## config.mk

```make
export PLATFORM = sky130hd
export DESIGN_NAME = cpc_cond_seq
export DESIGN_NICKNAME = d
export VERILOG_FILES = /design/src/common/cpc_pkg.sv /design/src/hw/cpc_sync.sv /design/src/hw/cpc_decode.sv /design/src/hw/cpc_cond_seq.sv
export SDC_FILE = /design/constraint.sdc
export NUM_CORES = 1
export LEC_CHECK = 0
export ABC_AREA = 1
export BUFFER_PORTS_ARGS = -buffer_cell sky130_fd_sc_hd__buf_2
export CORE_MARGIN = 10
export CORE_UTILIZATION = 64
export CTS_BUF_LIST = sky130_fd_sc_hd__clkbuf_2
export CTS_CLUSTER_DIAMETER = 40
export DETAILED_ROUTE_END_ITERATION = 12
export PLACE_DENSITY = 0.84
export SYNTH_ARGS = -nofsm -noshare
export SYNTH_HDL_FRONTEND = slang
export SYNTH_SLANG_ARGS = --single-unit
export TNS_END_PERCENT = 10
```

## constraint.sdc

```tcl
create_clock -name sys_clk -period 9.68 [get_ports sys_clk]
set_clock_uncertainty 0.2 [all_clocks]
set_input_delay 1.936 -clock sys_clk [delete_from_list [all_inputs] [get_ports sys_clk]]
set_output_delay 1.936 -clock sys_clk [all_outputs]
set_load 0.05 [all_outputs]
```

## src/common/cpc_pkg.sv

```systemverilog
// Purpose: Shared constants and types for the coprocessor condition
//          sequencer.
// Assumes: APB register bus, 32-bit data; 16-bit coprocessor bus words.
// Notes:   Register map and response word layout are local choices.
// How it works
// - Branch sends whole opcode word to condition port
// - Then read response port; coprocessor may request services
// - Branch false: next insn; true: pointer plus displacement
// - Scan pointer sits on first displacement word
// - 16 or 32 bit displacement, short one sign-extended
// - Set opcode: id 11-9, 001 in 8-6, EA 5-0
// - Set/decrement/trap send the word after opcode
// - Set ends with zero to five EA words
// - Set writes byte zeros on false, ones on true
// - Decrement opcode: 001001 in 8-3, counter in 2-0
// - Decrement displacement 16 bits, sign-extended
// - True ends; false decrements low word, -1 falls through
// - Decrement target is pointer plus displacement
// - Trap opcode: 001111 in 8-3, opmode in 2-0
// - Opmode 010 one, 011 two, 100 none; 000/001 decode as set; else invalid
// - Trap operand words skipped, left for handler
// - Trap true starts exception; false continues
// - Non-null primitive without come-again is protocol violation
// - Branch opcode: selector 5-0, form in 8-6
package cpc_pkg;
    // ============================================================
    // Register map
    localparam int CPC_AW = 8;
    localparam logic [7:0] CPC_A_CTRL = 8'h00;
    localparam logic [7:0] CPC_A_OPW = 8'h04;
    localparam logic [7:0] CPC_A_SELW = 8'h08;
    localparam logic [7:0] CPC_A_EXT = 8'h0c;
    localparam logic [7:0] CPC_A_SCAN = 8'h10;
    localparam logic [7:0] CPC_A_DISP = 8'h14;
    localparam logic [7:0] CPC_A_CNT = 8'h18;
    localparam logic [7:0] CPC_A_STAT = 8'h1c;
    localparam logic [7:0] CPC_A_NPC = 8'h20;
    localparam logic [7:0] CPC_A_BYTE = 8'h24;
    localparam logic [7:0] CPC_A_SVC = 8'h28;
    localparam int CPC_START_BIT = 0;
    localparam int CPC_EA_LSB = 4;
    localparam logic [2:0] CPC_EA_MAX = 3'h5;
    // ============================================================
    // Opcode fields
    localparam logic [3:0] CPC_FLINE = 4'hf;
    localparam logic [2:0] CPC_CLS_BR_W = 3'h2;
    localparam logic [2:0] CPC_CLS_BR_L = 3'h3;
    localparam logic [2:0] CPC_CLS_COND = 3'h1;
    localparam logic [2:0] CPC_MODE_DBR = 3'h1;
    localparam logic [2:0] CPC_MODE_TRAP = 3'h7;
    localparam logic [2:0] CPC_TRAP_OP1 = 3'h2;
    localparam logic [2:0] CPC_TRAP_OP2 = 3'h3;
    localparam logic [2:0] CPC_TRAP_OP0 = 3'h4;
    localparam logic [2:0] CPC_EA_ABS_W = 3'h0;
    localparam logic [2:0] CPC_EA_ABS_L = 3'h1;
    // ============================================================
    // Coprocessor port and response word
    localparam logic CPC_CIR_COND = 1'b0;
    localparam logic CPC_CIR_RESP = 1'b1;
    localparam int CPC_RSP_CA = 15;
    localparam int CPC_RSP_COND = 0;
    localparam logic [5:0] CPC_RSP_NULL = 6'h00;
    localparam logic [7:0] CPC_BYTE_TRUE = 8'hff;
    localparam logic [7:0] CPC_BYTE_FALSE = 8'h00;
    localparam logic [15:0] CPC_CNT_END = 16'hffff;

    typedef enum logic [2:0] {
        CPC_K_BR = 3'b000,
        CPC_K_SET = 3'b001,
        CPC_K_DBR = 3'b010,
        CPC_K_TRAP = 3'b011,
        CPC_K_BAD = 3'b100
    } cpc_kind_t;

    typedef struct packed {
        cpc_kind_t kind;
        logic long_disp;
        logic [2:0] dreg;
        logic [1:0] opwords;
    } cpc_dec_t;

    typedef enum logic [2:0] {
        CPC_S_IDLE = 3'b000,
        CPC_S_WRC = 3'b001,
        CPC_S_WREL = 3'b010,
        CPC_S_RDR = 3'b011,
        CPC_S_RREL = 3'b100,
        CPC_S_DONE = 3'b101
    } cpc_state_t;
endpackage

```

## src/hw/cpc_sync.sv

```systemverilog
// Purpose: Two-flop synchroniser for pin inputs.
// Assumes: Bus inputs are stable while the strobe they ride with is high.
// Notes:   First stage is read by the second stage only.
`timescale 1ns/100ps
module cpc_sync #(
    parameter int W = 1
) (
    // Clock and reset
    input wire logic sys_clk,
    input wire logic rst_n,
    // Data
    input wire logic [W-1:0] d,
    output logic [W-1:0] q
);
    logic [W-1:0] meta;

    always_ff @(posedge sys_clk or negedge rst_n)
    begin
        if (!rst_n)
        begin
            meta <= '0;
            q <= '0;
        end
        else
        begin
            meta <= d;
            q <= meta;
        end
    end
endmodule // cpc_sync

```

## src/hw/cpc_decode.sv

```systemverilog
// Purpose: Classifies a conditional-category opcode word.
// Assumes: Word is the first word of the instruction.
// Notes:   Pure combinational decode.
`timescale 1ns/100ps
module cpc_decode
    import cpc_pkg::*;
(
    // Opcode in
    input wire logic [15:0] op_word,
    // Decoded out
    output cpc_dec_t dec
);
    always_comb
    begin
        dec.kind = CPC_K_BAD;
        dec.long_disp = 1'b0;
        dec.dreg = op_word[2:0];
        dec.opwords = 2'h0;
        if (op_word[15:12] == CPC_FLINE)
        begin
            case (op_word[8:6])
                CPC_CLS_BR_W: dec.kind = CPC_K_BR;
                CPC_CLS_BR_L:
                begin
                    dec.kind = CPC_K_BR;
                    dec.long_disp = 1'b1;
                end
                CPC_CLS_COND:
                begin
                    if (op_word[5:3] == CPC_MODE_DBR)
                        dec.kind = CPC_K_DBR;
                    else if (op_word[5:3] == CPC_MODE_TRAP)
                    begin
                        // Absolute modes stay with set; opmodes 010-100 are trap, rest invalid
                        case (op_word[2:0])
                            CPC_EA_ABS_W: dec.kind = CPC_K_SET;
                            CPC_EA_ABS_L: dec.kind = CPC_K_SET;
                            CPC_TRAP_OP1:
                            begin
                                dec.kind = CPC_K_TRAP;
                                dec.opwords = 2'h1;
                            end
                            CPC_TRAP_OP2:
                            begin
                                dec.kind = CPC_K_TRAP;
                                dec.opwords = 2'h2;
                            end
                            CPC_TRAP_OP0: dec.kind = CPC_K_TRAP;
                            default: dec.kind = CPC_K_BAD;
                        endcase
                    end
                    else
                        dec.kind = CPC_K_SET;
                end
                default: dec.kind = CPC_K_BAD;
            endcase
        end
    end
endmodule // cpc_decode

```

## src/hw/cpc_cond_seq.sv

```systemverilog
// Purpose: Processor-side sequencer for coprocessor conditional
//          instructions: branch, set byte, decrement-branch, trap.
// Assumes: Coprocessor uses a four-phase req/ack handshake on pins.
// Notes:   Effective address and primitive services are outside.
//
// The APB slave port and the register addresses are this design's own decisions.
`timescale 1ns/100ps
module cpc_cond_seq
    import cpc_pkg::*;
(
    // Clock and reset
    input wire logic sys_clk,
    input wire logic rstn,
    // APB slave
    input wire logic psel,
    input wire logic penable,
    input wire logic pwrite,
    input wire logic [CPC_AW-1:0] paddr,
    input wire logic [31:0] pwdata,
    output logic [31:0] prdata,
    output logic pready,
    output logic pslverr,
    // Coprocessor interface register port
    output logic cp_req,
    output logic cp_wr,
    output logic cp_cir_sel,
    output logic [2:0] cp_id,
    output logic [15:0] cp_wdata,
    input wire logic cp_ack,
    input wire logic [15:0] cp_rdata,
    // Exception and completion pulses
    output logic exc_trap,
    output logic exc_protocol,
    output logic insn_done
);
    // ============================================================
    // Reset release
    logic rst_meta;
    logic rst_n_s;

    always_ff @(posedge sys_clk or negedge rstn)
    begin
        if (!rstn)
        begin
            rst_meta <= 1'b0;
            rst_n_s <= 1'b0;
        end
        else
        begin
            rst_meta <= 1'b1;
            rst_n_s <= rst_meta;
        end
    end

    // ============================================================
    // Pin synchronisers
    logic [16:0] pin_s;
    logic ack_s;
    logic [15:0] rsp_s;

    cpc_sync #(.W(17)) u_sync (
        .sys_clk(sys_clk),
        .rst_n(rst_n_s),
        .d({cp_ack, cp_rdata}),
        .q(pin_s)
    );

    assign ack_s = pin_s[16];
    assign rsp_s = pin_s[15:0];

    // ============================================================
    // Software-visible state
    cpc_state_t state;
    logic [15:0] op_word;
    logic [15:0] sel_word;
    logic [3:0] ext_cnt;
    logic [2:0] ea_cnt;
    logic [31:0] scan_op;
    logic [31:0] disp;
    logic [31:0] counter;
    logic [31:0] next_pc;
    logic [7:0] set_byte;
    logic [15:0] svc_cnt;
    logic [15:0] rsp;
    logic st_done;
    logic st_cond;
    logic st_taken;
    logic st_trap;
    logic st_bad;
    logic st_proto;
    cpc_dec_t dec;

    cpc_decode u_dec (
        .op_word(op_word),
        .dec(dec)
    );

    logic busy;
    logic wr_en;
    logic start_req;
    logic inv;
    logic rsp_null;
    logic evt_end;
    logic evt_null;
    logic evt_viol;
    logic evt_svc;
    logic evt_bad;

    assign busy = (state != CPC_S_IDLE);
    assign wr_en = psel & penable & pready & pwrite;
    assign start_req = wr_en & ~busy & (paddr == CPC_A_CTRL)
        & pwdata[CPC_START_BIT];
    // EA words above five make the set form invalid
    assign inv = (dec.kind == CPC_K_BAD) |
        ((dec.kind == CPC_K_SET) & (ea_cnt > CPC_EA_MAX));
    assign rsp_null = (rsp[13:8] == CPC_RSP_NULL);
    assign evt_end = (state == CPC_S_RREL) & ~ack_s;
    assign evt_null = evt_end & rsp_null;
    assign evt_viol = evt_end & ~rsp_null & ~rsp[CPC_RSP_CA];
    assign evt_svc = evt_end & ~rsp_null & rsp[CPC_RSP_CA];
    assign evt_bad = start_req & inv;

    // ============================================================
    // Address arithmetic
    logic [31:0] ext_b;
    logic [31:0] sel_end;
    logic [31:0] disp_at;
    logic [31:0] disp_sx;
    logic [31:0] target;
    logic [31:0] seq_pc;
    logic [15:0] next_cnt;

    always_comb
    begin
        ext_b = {27'h0, ext_cnt, 1'b0};
        sel_end = scan_op + 32'h4 + ext_b;
        disp_at = sel_end;
        disp_sx = {{16{disp[15]}}, disp[15:0]};
        seq_pc = sel_end;
        case (dec.kind)
            CPC_K_BR:
            begin
                // Pointer on first displacement word
                disp_at = scan_op + 32'h2 + ext_b;
                if (dec.long_disp)
                begin
                    disp_sx = disp;
                    seq_pc = disp_at + 32'h4;
                end
                else
                    seq_pc = disp_at + 32'h2;
            end
            CPC_K_SET:
                seq_pc = sel_end + {28'h0, ea_cnt, 1'b0};
            CPC_K_DBR:
                seq_pc = disp_at + 32'h2;
            CPC_K_TRAP:
                seq_pc = sel_end + {29'h0, dec.opwords, 1'b0};
            default:
                seq_pc = sel_end;
        endcase
        target = disp_at + disp_sx;
        next_cnt = counter[15:0] - 16'h1;
    end

    // ============================================================
    // Handshake sequencer
    always_ff @(posedge sys_clk or negedge rst_n_s)
    begin
        if (!rst_n_s)
        begin
            state <= CPC_S_IDLE;
            cp_req <= 1'b0;
            cp_wr <= 1'b0;
            cp_cir_sel <= CPC_CIR_COND;
            cp_id <= 3'h0;
            cp_wdata <= 16'h0;
            rsp <= 16'h0;
        end
        else
        begin
            case (state)
                CPC_S_IDLE:
                    if (start_req)
                    begin
                        if (inv)
                            state <= CPC_S_DONE;
                        else
                        begin
                            cp_req <= 1'b1;
                            cp_wr <= 1'b1;
                            cp_cir_sel <= CPC_CIR_COND;
                            cp_id <= op_word[11:9];
                            if (dec.kind == CPC_K_BR)
                                cp_wdata <= op_word;
                            else
                                cp_wdata <= sel_word;
                            state <= CPC_S_WRC;
                        end
                    end
                CPC_S_WRC:
                    if (ack_s)
                    begin
                        cp_req <= 1'b0;
                        state <= CPC_S_WREL;
                    end
                CPC_S_WREL:
                    if (!ack_s)
                    begin
                        cp_req <= 1'b1;
                        cp_wr <= 1'b0;
                        cp_cir_sel <= CPC_CIR_RESP;
                        state <= CPC_S_RDR;
                    end
                CPC_S_RDR:
                    if (ack_s)
                    begin
                        cp_req <= 1'b0;
                        rsp <= rsp_s;
                        state <= CPC_S_RREL;
                    end
                CPC_S_RREL:
                    if (evt_svc)
                    begin
                        cp_req <= 1'b1;
                        state <= CPC_S_RDR;
                    end
                    else if (evt_end)
                        state <= CPC_S_DONE;
                CPC_S_DONE:
                    state <= CPC_S_IDLE;
                default:
                    state <= CPC_S_IDLE;
            endcase
        end
    end

    // ============================================================
    // Instruction completion
    always_ff @(posedge sys_clk or negedge rst_n_s)
    begin
        if (!rst_n_s)
        begin
            next_pc <= 32'h0;
            set_byte <= CPC_BYTE_FALSE;
            st_cond <= 1'b0;
            st_taken <= 1'b0;
            st_trap <= 1'b0;
            exc_trap <= 1'b0;
        end
        else
        begin
            exc_trap <= 1'b0;
            if (start_req)
            begin
                st_taken <= 1'b0;
                st_trap <= 1'b0;
            end
            else if (evt_null)
            begin
                st_cond <= rsp[CPC_RSP_COND];
                next_pc <= seq_pc;
                case (dec.kind)
                    CPC_K_BR:
                        if (rsp[CPC_RSP_COND])
                        begin
                            next_pc <= target;
                            st_taken <= 1'b1;
                        end
                    CPC_K_SET:
                        if (rsp[CPC_RSP_COND])
                            set_byte <= CPC_BYTE_TRUE;
                        else
                            set_byte <= CPC_BYTE_FALSE;
                    CPC_K_DBR:
                        // Fall through when the count wraps to minus one
                        if (!rsp[CPC_RSP_COND] && next_cnt != CPC_CNT_END)
                        begin
                            next_pc <= target;
                            st_taken <= 1'b1;
                        end
                    CPC_K_TRAP:
                        if (rsp[CPC_RSP_COND])
                        begin
                            exc_trap <= 1'b1;
                            st_trap <= 1'b1;
                        end
                    default:
                        st_taken <= 1'b0;
                endcase
            end
        end
    end

    // ============================================================
    // Sticky status, service count and pulses
    always_ff @(posedge sys_clk or negedge rst_n_s)
    begin
        if (!rst_n_s)
        begin
            st_done <= 1'b0;
            st_bad <= 1'b0;
            st_proto <= 1'b0;
            svc_cnt <= 16'h0;
            exc_protocol <= 1'b0;
            insn_done <= 1'b0;
        end
        else
        begin
            exc_protocol <= evt_viol;
            insn_done <= evt_null | evt_viol | evt_bad;
            if (start_req)
            begin
                st_done <= 1'b0;
                st_proto <= 1'b0;
                st_bad <= inv;
                svc_cnt <= 16'h0;
            end
            else
            begin
                if (evt_null | evt_viol)
                    st_done <= 1'b1;
                if (evt_viol)
                    st_proto <= 1'b1;
                if (evt_svc)
                    svc_cnt <= svc_cnt + 16'h1;
            end
            if (evt_bad)
                st_done <= 1'b1;
        end
    end

    // ============================================================
    // Configuration registers; locked while an instruction runs
    always_ff @(posedge sys_clk or negedge rst_n_s)
    begin
        if (!rst_n_s)
        begin
            op_word <= 16'h0;
            sel_word <= 16'h0;
            ext_cnt <= 4'h0;
            ea_cnt <= 3'h0;
            scan_op <= 32'h0;
            disp <= 32'h0;
        end
        else if (wr_en && !busy)
        begin
            case (paddr)
                CPC_A_OPW: op_word <= pwdata[15:0];
                CPC_A_SELW: sel_word <= pwdata[15:0];
                CPC_A_EXT:
                begin
                    ext_cnt <= pwdata[3:0];
                    ea_cnt <= pwdata[CPC_EA_LSB+2:CPC_EA_LSB];
                end
                CPC_A_SCAN: scan_op <= pwdata;
                CPC_A_DISP: disp <= pwdata;
                default: ext_cnt <= ext_cnt;
            endcase
        end
    end

    // Loop counter; decrement touches low half only, APB write loads all
    always_ff @(posedge sys_clk or negedge rst_n_s)
    begin
        if (!rst_n_s)
            counter <= 32'h0;
        else if (evt_null && dec.kind == CPC_K_DBR && !rsp[CPC_RSP_COND])
            counter[15:0] <= next_cnt;
        else if (wr_en && !busy && paddr == CPC_A_CNT)
            counter <= pwdata;
    end

    // ============================================================
    // APB slave: one wait-free access phase, registered read data
    logic mapped;

    always_comb
    begin
        case (paddr)
            CPC_A_CTRL, CPC_A_OPW, CPC_A_SELW, CPC_A_EXT, CPC_A_SCAN,
            CPC_A_DISP, CPC_A_CNT, CPC_A_STAT, CPC_A_NPC, CPC_A_BYTE,
            CPC_A_SVC: mapped = 1'b1;
            default: mapped = 1'b0;
        endcase
    end

    always_ff @(posedge sys_clk or negedge rst_n_s)
    begin
        if (!rst_n_s)
        begin
            pready <= 1'b0;
            pslverr <= 1'b0;
            prdata <= 32'h0;
        end
        else
        begin
            pready <= psel & ~penable;
            pslverr <= psel & ~penable & ~mapped;
            prdata <= 32'h0;
            if (psel && !penable && !pwrite)
            begin
                case (paddr)
                    CPC_A_CTRL: prdata <= {31'h0, busy};
                    CPC_A_OPW: prdata <= {16'h0, op_word};
                    CPC_A_SELW: prdata <= {16'h0, sel_word};
                    CPC_A_EXT: prdata <= {25'h0, ea_cnt, ext_cnt};
                    CPC_A_SCAN: prdata <= scan_op;
                    CPC_A_DISP: prdata <= disp;
                    CPC_A_CNT: prdata <= counter;
                    CPC_A_STAT: prdata <= {20'h0, dec.kind, dec.dreg,
                        st_proto, st_bad, st_trap, st_taken, st_cond,
                        st_done};
                    CPC_A_NPC: prdata <= next_pc;
                    CPC_A_BYTE: prdata <= {24'h0, set_byte};
                    CPC_A_SVC: prdata <= {16'h0, svc_cnt};
                    default: prdata <= 32'h0;
                endcase
            end
        end
    end
endmodule // cpc_cond_seq

```

==> flow_metrics.env, run 1 <==
export IMPL_vias=21000
export IMPL_hold_buffers=0
export IMPL_yosysMostFrequentCell="nand2_1"
export IMPL_cp_data_required_time_ns=10.27
export IMPL_antenna_found_initial=2
export IMPL_area_growth_synth_to_final_pct=7.55
export IMPL_cts_tree="yes"
export IMPL_fmax_mhz=182
export IMPL_nFillCells=2352
export IMPL_die_area_um2=36800
export IMPL_core_rowCount=62
export IMPL_rrSetupSlack_ns=4.19
export IMPL_ant_nets=0
export IMPL_post_route_drc_count=0
export IMPL_hpwl_mm=54.7
export IMPL_slowest_delay_ns=0.71
export IMPL_initial_core_util=0.653
export IMPL_ir_drop_v=0.000206
export IMPL_final_nets=2983
export IMPL_core_area_um2=28900
export IMPL_reg2reg_from="op_word[12]$_DFFE_PN0P_"
export IMPL_die_h_um=192
export IMPL_reg2reg_to="next_pc[28]$_DFFE_PN0P_"
export IMPL_whs_ns=0.150
export IMPL_worstPathCellList="nand2_1 -> nor2_1 -> nand2_1 -> inv_1 -> nand2_1 -> nand2_1 -> ha_1 -> a21oi_1 -> o21ai_0 -> a21oi_1 -> nand3_1 -> nand2_1 -> nand2_1 -> nand2_1 -> nand2_1 -> nand2_1 -> nand2_1 -> or2_2 -> nand3_1 -> nand3_1 -> nand2_1 -> inv_1"
export IMPL_finalCritPeriodShare=0.567
export IMPL_htree_levels=3
export IMPL_synth_warnings=0
export IMPL_yosys_area_top_type="dfrtp_1"
export IMPL_cp_end_kind="flop"
export IMPL_min_path_cells=0
export IMPL_cts_buffer_depth=3
export IMPL_multi_input_area_um2=10400
export IMPL_reg2regPathDepth=22
export IMPL_ys_seq_area_frac=0.371
export IMPL_avgSynthCellArea_um2=6.86
export IMPL_final_util=0.703
export IMPL_wl_per_cell_um=21.9
export IMPL_fin_cells=3298
export IMPL_power_total_uw=2540
export IMPL_yosys_most_used_dff="dfrtp_1"
export IMPL_seq_area_um2=7010
export IMPL_relSlewSlack=0.209
export IMPL_arrival_ns=6.08
export IMPL_drt_iter0_drc=2826
export IMPL_clkLatencyLatePin_ns=0.95
export IMPL_drtPass1Iterations=8
export IMPL_gp_congestion=1.10
export IMPL_wl_mm=72.2
export IMPL_grt_pass1_wl_mm=111
export IMPL_first_global_vias=19800
export IMPL_dp_cells=3177
export IMPL_critPathKind="flop to flop"
export IMPL_min_path_type="flop to flop"
export IMPL_ios=121
export IMPL_status="finished, final reports clean"
export IMPL_die_w_um=192
export IMPL_synth_cell_types=64
export IMPL_hp_start="u_sync.meta[13]$_DFF_PN0_"
export IMPL_yosys_top_cells_area="dfrtp_1, nand2_1, o21ai_0, inv_1, nor2_1"
export IMPL_synthCells=2757
export IMPL_fin_tns_setup_ns=0
export IMPL_post_cts_buffers=0
export IMPL_final_setup_viol_count=0
export IMPL_detail_route_vias_per_cell=6.36
export IMPL_drive_gt1_frac=0.110
export IMPL_power_per_cell_area_nw_per_um2=125
export IMPL_crit_path_top_delay_cell="inv_1"
export IMPL_worstMarginPinSlew_ns=1.18
export IMPL_path_delay_family="simple AND/OR/NAND/NOR gates"
export IMPL_syn_area_um2=18900
export IMPL_grt_usage=0.391
export IMPL_clock_sinks=280
export IMPL_port_buffers=112
export IMPL_cts_resized_gates=0
export IMPL_cts_root_buf="clkbuf_2"
export IMPL_synth_edff_count=0
export IMPL_rsz0062_at_grt="no"
export IMPL_hold_viol_final=0
export IMPL_path_buf_inv=2
export IMPL_synthTopCellsByCount="nand2_1, inv_1, dfrtp_1"
export IMPL_period_minus_slack_ns=5.49
export IMPL_synth_top_area_share=0.371
export IMPL_hold_path_end="u_sync.q[13]$_DFF_PN0_"
export IMPL_grt_max_degree=200
export IMPL_async_flop_share=1.00
export IMPL_synth_seq_cells=280
export IMPL_numCtsBuffers=72
export IMPL_drv_cap=0
export IMPL_clk_pin_slew_ns=0.11
export IMPL_finalMaxSlewViolations=0
export IMPL_crit_path_start_kind="flop"
export IMPL_grt_ovfl_total=0
export IMPL_path_max_fanout=16
export IMPL_p_leak_uw=0.00979
export IMPL_synth_nets=2873
export IMPL_cp_common_cell="nand2_1"
-- cells by family after synthesis --
logic type	Yosys count	share of synthesized area
mux	9	0.00523
simple gates	1437	0.322
xor+xnor	44	0.0204
other cells	1	0.000198
compound gates	544	0.165
flops	280	0.371
fa+ha+maj	54	0.0373
buf+inv	388	0.0788
-- through the flow --
stage	setup slack [ns]	cell area, µm²
2_1_floorplan	1.10	18900
3_3_place_gp	4.04	19700
3_5_place_dp	3.89	19700
4_1_cts	4.49	20300
5_1_grt	4.02	20300
6_report	4.19	20300
-- layer usage --
metal  vias to the layer above  track usage  part of all wire
li1                       9350            -                 -
met3                       298        0.165              0.17
met4                         0        0.150             0.043
met2                      1582        0.569              0.41
met5                         -            0                 0
met1                      9753        0.509              0.38
-- cells in the final DEF (no fill, tap or decap), drive strengths merged, types with 5 or more instances in the layout --
cell type  instances
o21bai             6
clkinv            15
nand2            849
a41oi             16
nand4             28
a31oi             10
diode              7
o211ai            10
a21oi            127
o22ai             19
nor2             299
or2               11
nor4               8
dfrtp            280
a211oi             5
o21ai            281
o221ai            20
buf              124
xnor2              5
inv              301
mux2               7
clkbuf            96
nand3            204
a221oi            21
o21a               8
xor2              39
a21o               5
nor3              29
ha                50
-- worst max path at each step --
stage,cells past startpoint,slack (ns),startpoint,end
6_report,22,4.19,op_word[12]$_DFFE_PN0P_,next_pc[28]$_DFFE_PN0P_
4_1_cts,22,4.49,op_word[12]$_DFFE_PN0P_,next_pc[28]$_DFFE_PN0P_
3_3_place_gp,8,4.04,paddr[7],scan_op[22]$_DFFE_PN0P_
5_1_grt,22,4.02,op_word[12]$_DFFE_PN0P_,next_pc[28]$_DFFE_PN0P_
3_5_place_dp,9,3.89,paddr[7],scan_op[17]$_DFFE_PN0P_
2_1_floorplan,0,1.10,rst_n_s$_DFF_PN0_,counter[0]$_DFFE_PN0P_
-- state kept, by name (all words and copies together), names as in the netlist, 3 cells and up --
name         cells
disp            32
rsp              8
prdata          32
state            3
ea_cnt           3
sel_word        16
u_sync.meta      9
counter         32
next_pc         32
cp_id            3
op_word         16
cp_wdata        16
scan_op         32
ext_cnt          4
svc_cnt         16
u_sync.q         9
-- power breakdown --
group	total, µW	switching [µW]	internal [µW]
clock	825	523	302
combinational	325	217	108
sequential	1390	115	1280
-- area by class of cell --
type | instances | share of cell area
clock inverters | 18 | 0.00658
diodes | 7 | 0.000862
multi-input cells | 2089 | 0.512
inverters | 300 | 0.0554
well taps | 384 | 0.0236
clock buffers | 96 | 0.0236
repair buffers | 124 | 0.0326
flip-flops and latches | 280 | 0.345
(Power assumes the default switching activity.)
==> run 2, diff against run 1 <==
Settings changed: ABC_AREA 1 to 0, CORE_UTILIZATION 64 to 63.
Clock period 9.68 ns to 5.4 ns, I/O delays scaled along.
==> flow_metrics.env, run 2 <==
export IMPL_die_h_um=187
export IMPL_drt_iter0_drc=2135
export IMPL_antenna_found_initial=3
export IMPL_cp_common_cell="buf_4"
export IMPL_final_setup_viol_count=0
export IMPL_yosys_top_cells_area="dfrtp_1, mux2_2, nand2_1, ha_1, xnor2_1"
export IMPL_synth_nets=2013
export IMPL_min_path_cells=1
export IMPL_slowest_delay_ns=0.52
export IMPL_path_max_fanout=9
export IMPL_numCtsBuffers=74
export IMPL_cts_tree="yes"
export IMPL_synthCells=1897
export IMPL_vias=16900
export IMPL_async_flop_share=1.00
export IMPL_nFillCells=2059
export IMPL_setup_slack_ns=0.217
export IMPL_final_nets=2204
export IMPL_period_minus_slack_ns=5.18
export IMPL_cp_data_required_time_ns=5.96
export IMPL_clock_sinks=280
export IMPL_clockPowerShare=0.355
export IMPL_post_place_ws_ns=-0.0971
export IMPL_drv_cap=0
export IMPL_ios=121
export IMPL_synth_top_area_share=0.398
export IMPL_synth_warnings=0
export IMPL_muxShareOfSynthArea=0.0815
export IMPL_drive_gt1_frac=0.245
export IMPL_hpwl_mm=43.7
export IMPL_area_growth_synth_to_final_pct=13.4
export IMPL_fmax_mhz=193
export IMPL_yosys_area_top_type="dfrtp_1"
export IMPL_cts_buffer_depth=3
export IMPL_ys_seq_area_frac=0.398
export IMPL_final_area_um2=20000
export IMPL_worstPathCellList="ha_1 -> ha_4 -> and3_1 -> buf_4 -> a22oi_2 -> buf_4 -> or4_4 -> and2_4 -> a21oi_1 -> ha_1 -> nand2_1 -> o211ai_1 -> nand3_1 -> nand2_1 -> a2111oi_2 -> buf_4 -> o31ai_4 -> or2_2 -> a32oi_1 -> o21ai_1"
export IMPL_p_sw_uw=1420
export IMPL_rrSetupSlack_ns=0.22
export IMPL_ir_drop_v=0.000204
export IMPL_core_rowCount=61
export IMPL_relSlewSlack=0.305
export IMPL_post_route_drc_count=0
export IMPL_min_path_type="input port to flop"
export IMPL_p_sw_frac=0.307
export IMPL_reg2regPathDepth=20
export IMPL_status="finished, final reports clean"
export IMPL_path_delay_family="simple AND/OR/NAND/NOR gates"
export IMPL_first_global_vias=16300
export IMPL_core_area_um2=27700
export IMPL_dp_cells=2387
export IMPL_p_comb_frac=0.120
export IMPL_htree_levels=3
export IMPL_p_int_uw=3210
export IMPL_yosys_most_used_dff="dfrtp_1"
export IMPL_synth_xor_area_frac=0.0562
export IMPL_gp_congestion=0.983
export IMPL_clk_pin_slew_ns=0.11
export IMPL_ant_nets=0
export IMPL_hold_path_end="u_sync.meta[16]$_DFF_PN0_"
export IMPL_final_common_cell="dfrtp_1"
export IMPL_synth_compound_area_share=0.210
export IMPL_seqPwrFrac=0.525
export IMPL_crit_path_top_delay_cell="or4_4"
export IMPL_finalMaxSlewViolations=0
export IMPL_synth_top_family_by_area="compound AO/OA/AOI/OAI gates"
export IMPL_power_per_cell_area_nw_per_um2=232
export IMPL_die_area_um2=35000
export IMPL_synth_seq_cells=280
export IMPL_grt_max_degree=114
export IMPL_critPathKind="flop to flop"
export IMPL_syn_area_um2=17600
export IMPL_synthTopCellsByCount="dfrtp_1, nand2_1, nor2_1"
export IMPL_whs_ns=0.0858
export IMPL_clkLatencyLatePin_ns=0.90
export IMPL_port_buffers=112
export IMPL_synthSimpleGateAreaFrac=0.178
export IMPL_detail_route_vias_per_cell=6.74
export IMPL_placed_cell_area_um2=19100
export IMPL_reg2reg_from="scan_op[4]$_DFFE_PN0P_"
export IMPL_cp_end_kind="flop"
export IMPL_synth_adder_area_share=0.0401
export IMPL_synth_cell_types=89
export IMPL_crit_path_start_kind="flop"
export IMPL_final_cell_mix="dfrtp_1, nand2_1, nor2_1"
export IMPL_arrival_ns=5.74
export IMPL_avgSynthCellArea_um2=9.28
export IMPL_fin_cells=2512
export IMPL_grt_ovfl_total=0
export IMPL_hold_viol_final=0
export IMPL_reg2reg_to="next_pc[29]$_DFFE_PN0P_"
export IMPL_initial_core_util=0.635
export IMPL_finalCritPeriodShare=0.960
export IMPL_drtPass1Iterations=10
export IMPL_synth_edff_count=0
export IMPL_yosysMostFrequentCell="dfrtp_1"
export IMPL_rsz0062_at_grt="yes"
export IMPL_cts_root_buf="clkbuf_2"
export IMPL_worstMarginPinSlew_ns=1.04
export IMPL_hp_start="cp_ack"
export IMPL_grt_pass1_wl_mm=92.0
export IMPL_grt_usage=0.330
export IMPL_wl_per_cell_um=23.8
export IMPL_die_w_um=187
export IMPL_path_buf_inv=3
export IMPL_p_leak_uw=0.00901
export IMPL_wl_mm=59.7
[run 2: cell types whose count changed after synthesis, sizes merged, moves of 50 or more]
cell | before | now
nand2 | 849 | 209
inv | 298 | 34
nand3 | 204 | 33
nor2 | 299 | 141
xnor2 | 5 | 68
mux2 | 7 | 107
a22oi | 1 | 51
o21ai | 281 | 107
[run 2: layout make-up]
cell class                 instances  area, µm²  area share
timing repair buffer             233       1510      0.0756
tap                              378        473      0.0237
clock buffer                     103        515      0.0258
clock inverter                    18        204      0.0102
inverter                          34        128     0.00639
sequential                       280       7010       0.351
multi-input combinational       1465      10100       0.507
antenna                            1       2.50    0.000125
[run 2: how the worst max path moves through the flow]
stage | depth (start not counted) | to | from | slack (ns)
floorplan | 16 | next_pc[31]$_DFFE_PN0P_ | ext_cnt[2]$_DFFE_PN0P_ | 0.28
global placement | 17 | next_pc[31]$_DFFE_PN0P_ | scan_op[4]$_DFFE_PN0P_ | -0.01
detailed placement | 17 | next_pc[31]$_DFFE_PN0P_ | scan_op[4]$_DFFE_PN0P_ | -0.1
CTS | 21 | next_pc[31]$_DFFE_PN0P_ | scan_op[2]$_DFFE_PN0P_ | 0.03
global route | 21 | next_pc[29]$_DFFE_PN0P_ | scan_op[4]$_DFFE_PN0P_ | -0.007
finish | 20 | next_pc[29]$_DFFE_PN0P_ | scan_op[4]$_DFFE_PN0P_ | 0.22
[run 2: power groups by stage]
| stage | clock, µW | combinational, µW | sequential, µW |
|---|---|---|---|
| 6_report | 1650 | 555 | 2440 |
| 5_1_grt | 1760 | 616 | 2450 |
| 4_1_cts | 1650 | 544 | 2420 |
| 3_5_place_dp | 0 | 540 | 2470 |
| 3_3_place_gp | 0 | 505 | 2450 |
| 2_1_floorplan | 0 | 344 | 2450 |
[run 2: routing by layer]
layer / routed length (µm) / up-vias / global-route usage / part of all wire
li1: - / 7471 / - / -
met1: 23500 / 8054 / 0.458 / 0.39
met2: 24800 / 1244 / 0.470 / 0.42
met3: 9950 / 168 / 0.123 / 0.17
met4: 1390 / 4 / 0.0937 / 0.023
met5: 26 / - / 0 / 0.00044
[run 2: cells by family (layout without fill, tap and decap cells)]
kind of cell / count (synthesis) / count (layout)
simple gates: 628 / 628
compound gates: 539 / 539
flops: 280 / 280
buf+inv: 152 / 388
mux: 130 / 130
xor+xnor: 113 / 113
fa+ha+maj: 54 / 54
other cells: 1 / 2
[run 2: through the flow]
| stage | TNS, ns | power [µW] | util |
|---|---|---|---|
| after global placement | -0.0144 | 2950 | 0.690 |
| after global routing | -0.0101 | 4820 | 0.720 |
| after detailed placement | -0.138 | 3010 | 0.690 |
| final | 0 | 4640 | 0.720 |
| after CTS | 0 | 4610 | 0.716 |
| after floorplan | 0 | 2800 | - |
[run 2: what timing repair did]
item,4_1_cts,5_1_grt
hold endpoints to repair,2,0
resized for setup,5,23
pin swaps,0,3
buffers inserted,0,2
setup endpoints to repair,2,7
hold buffers,1,0
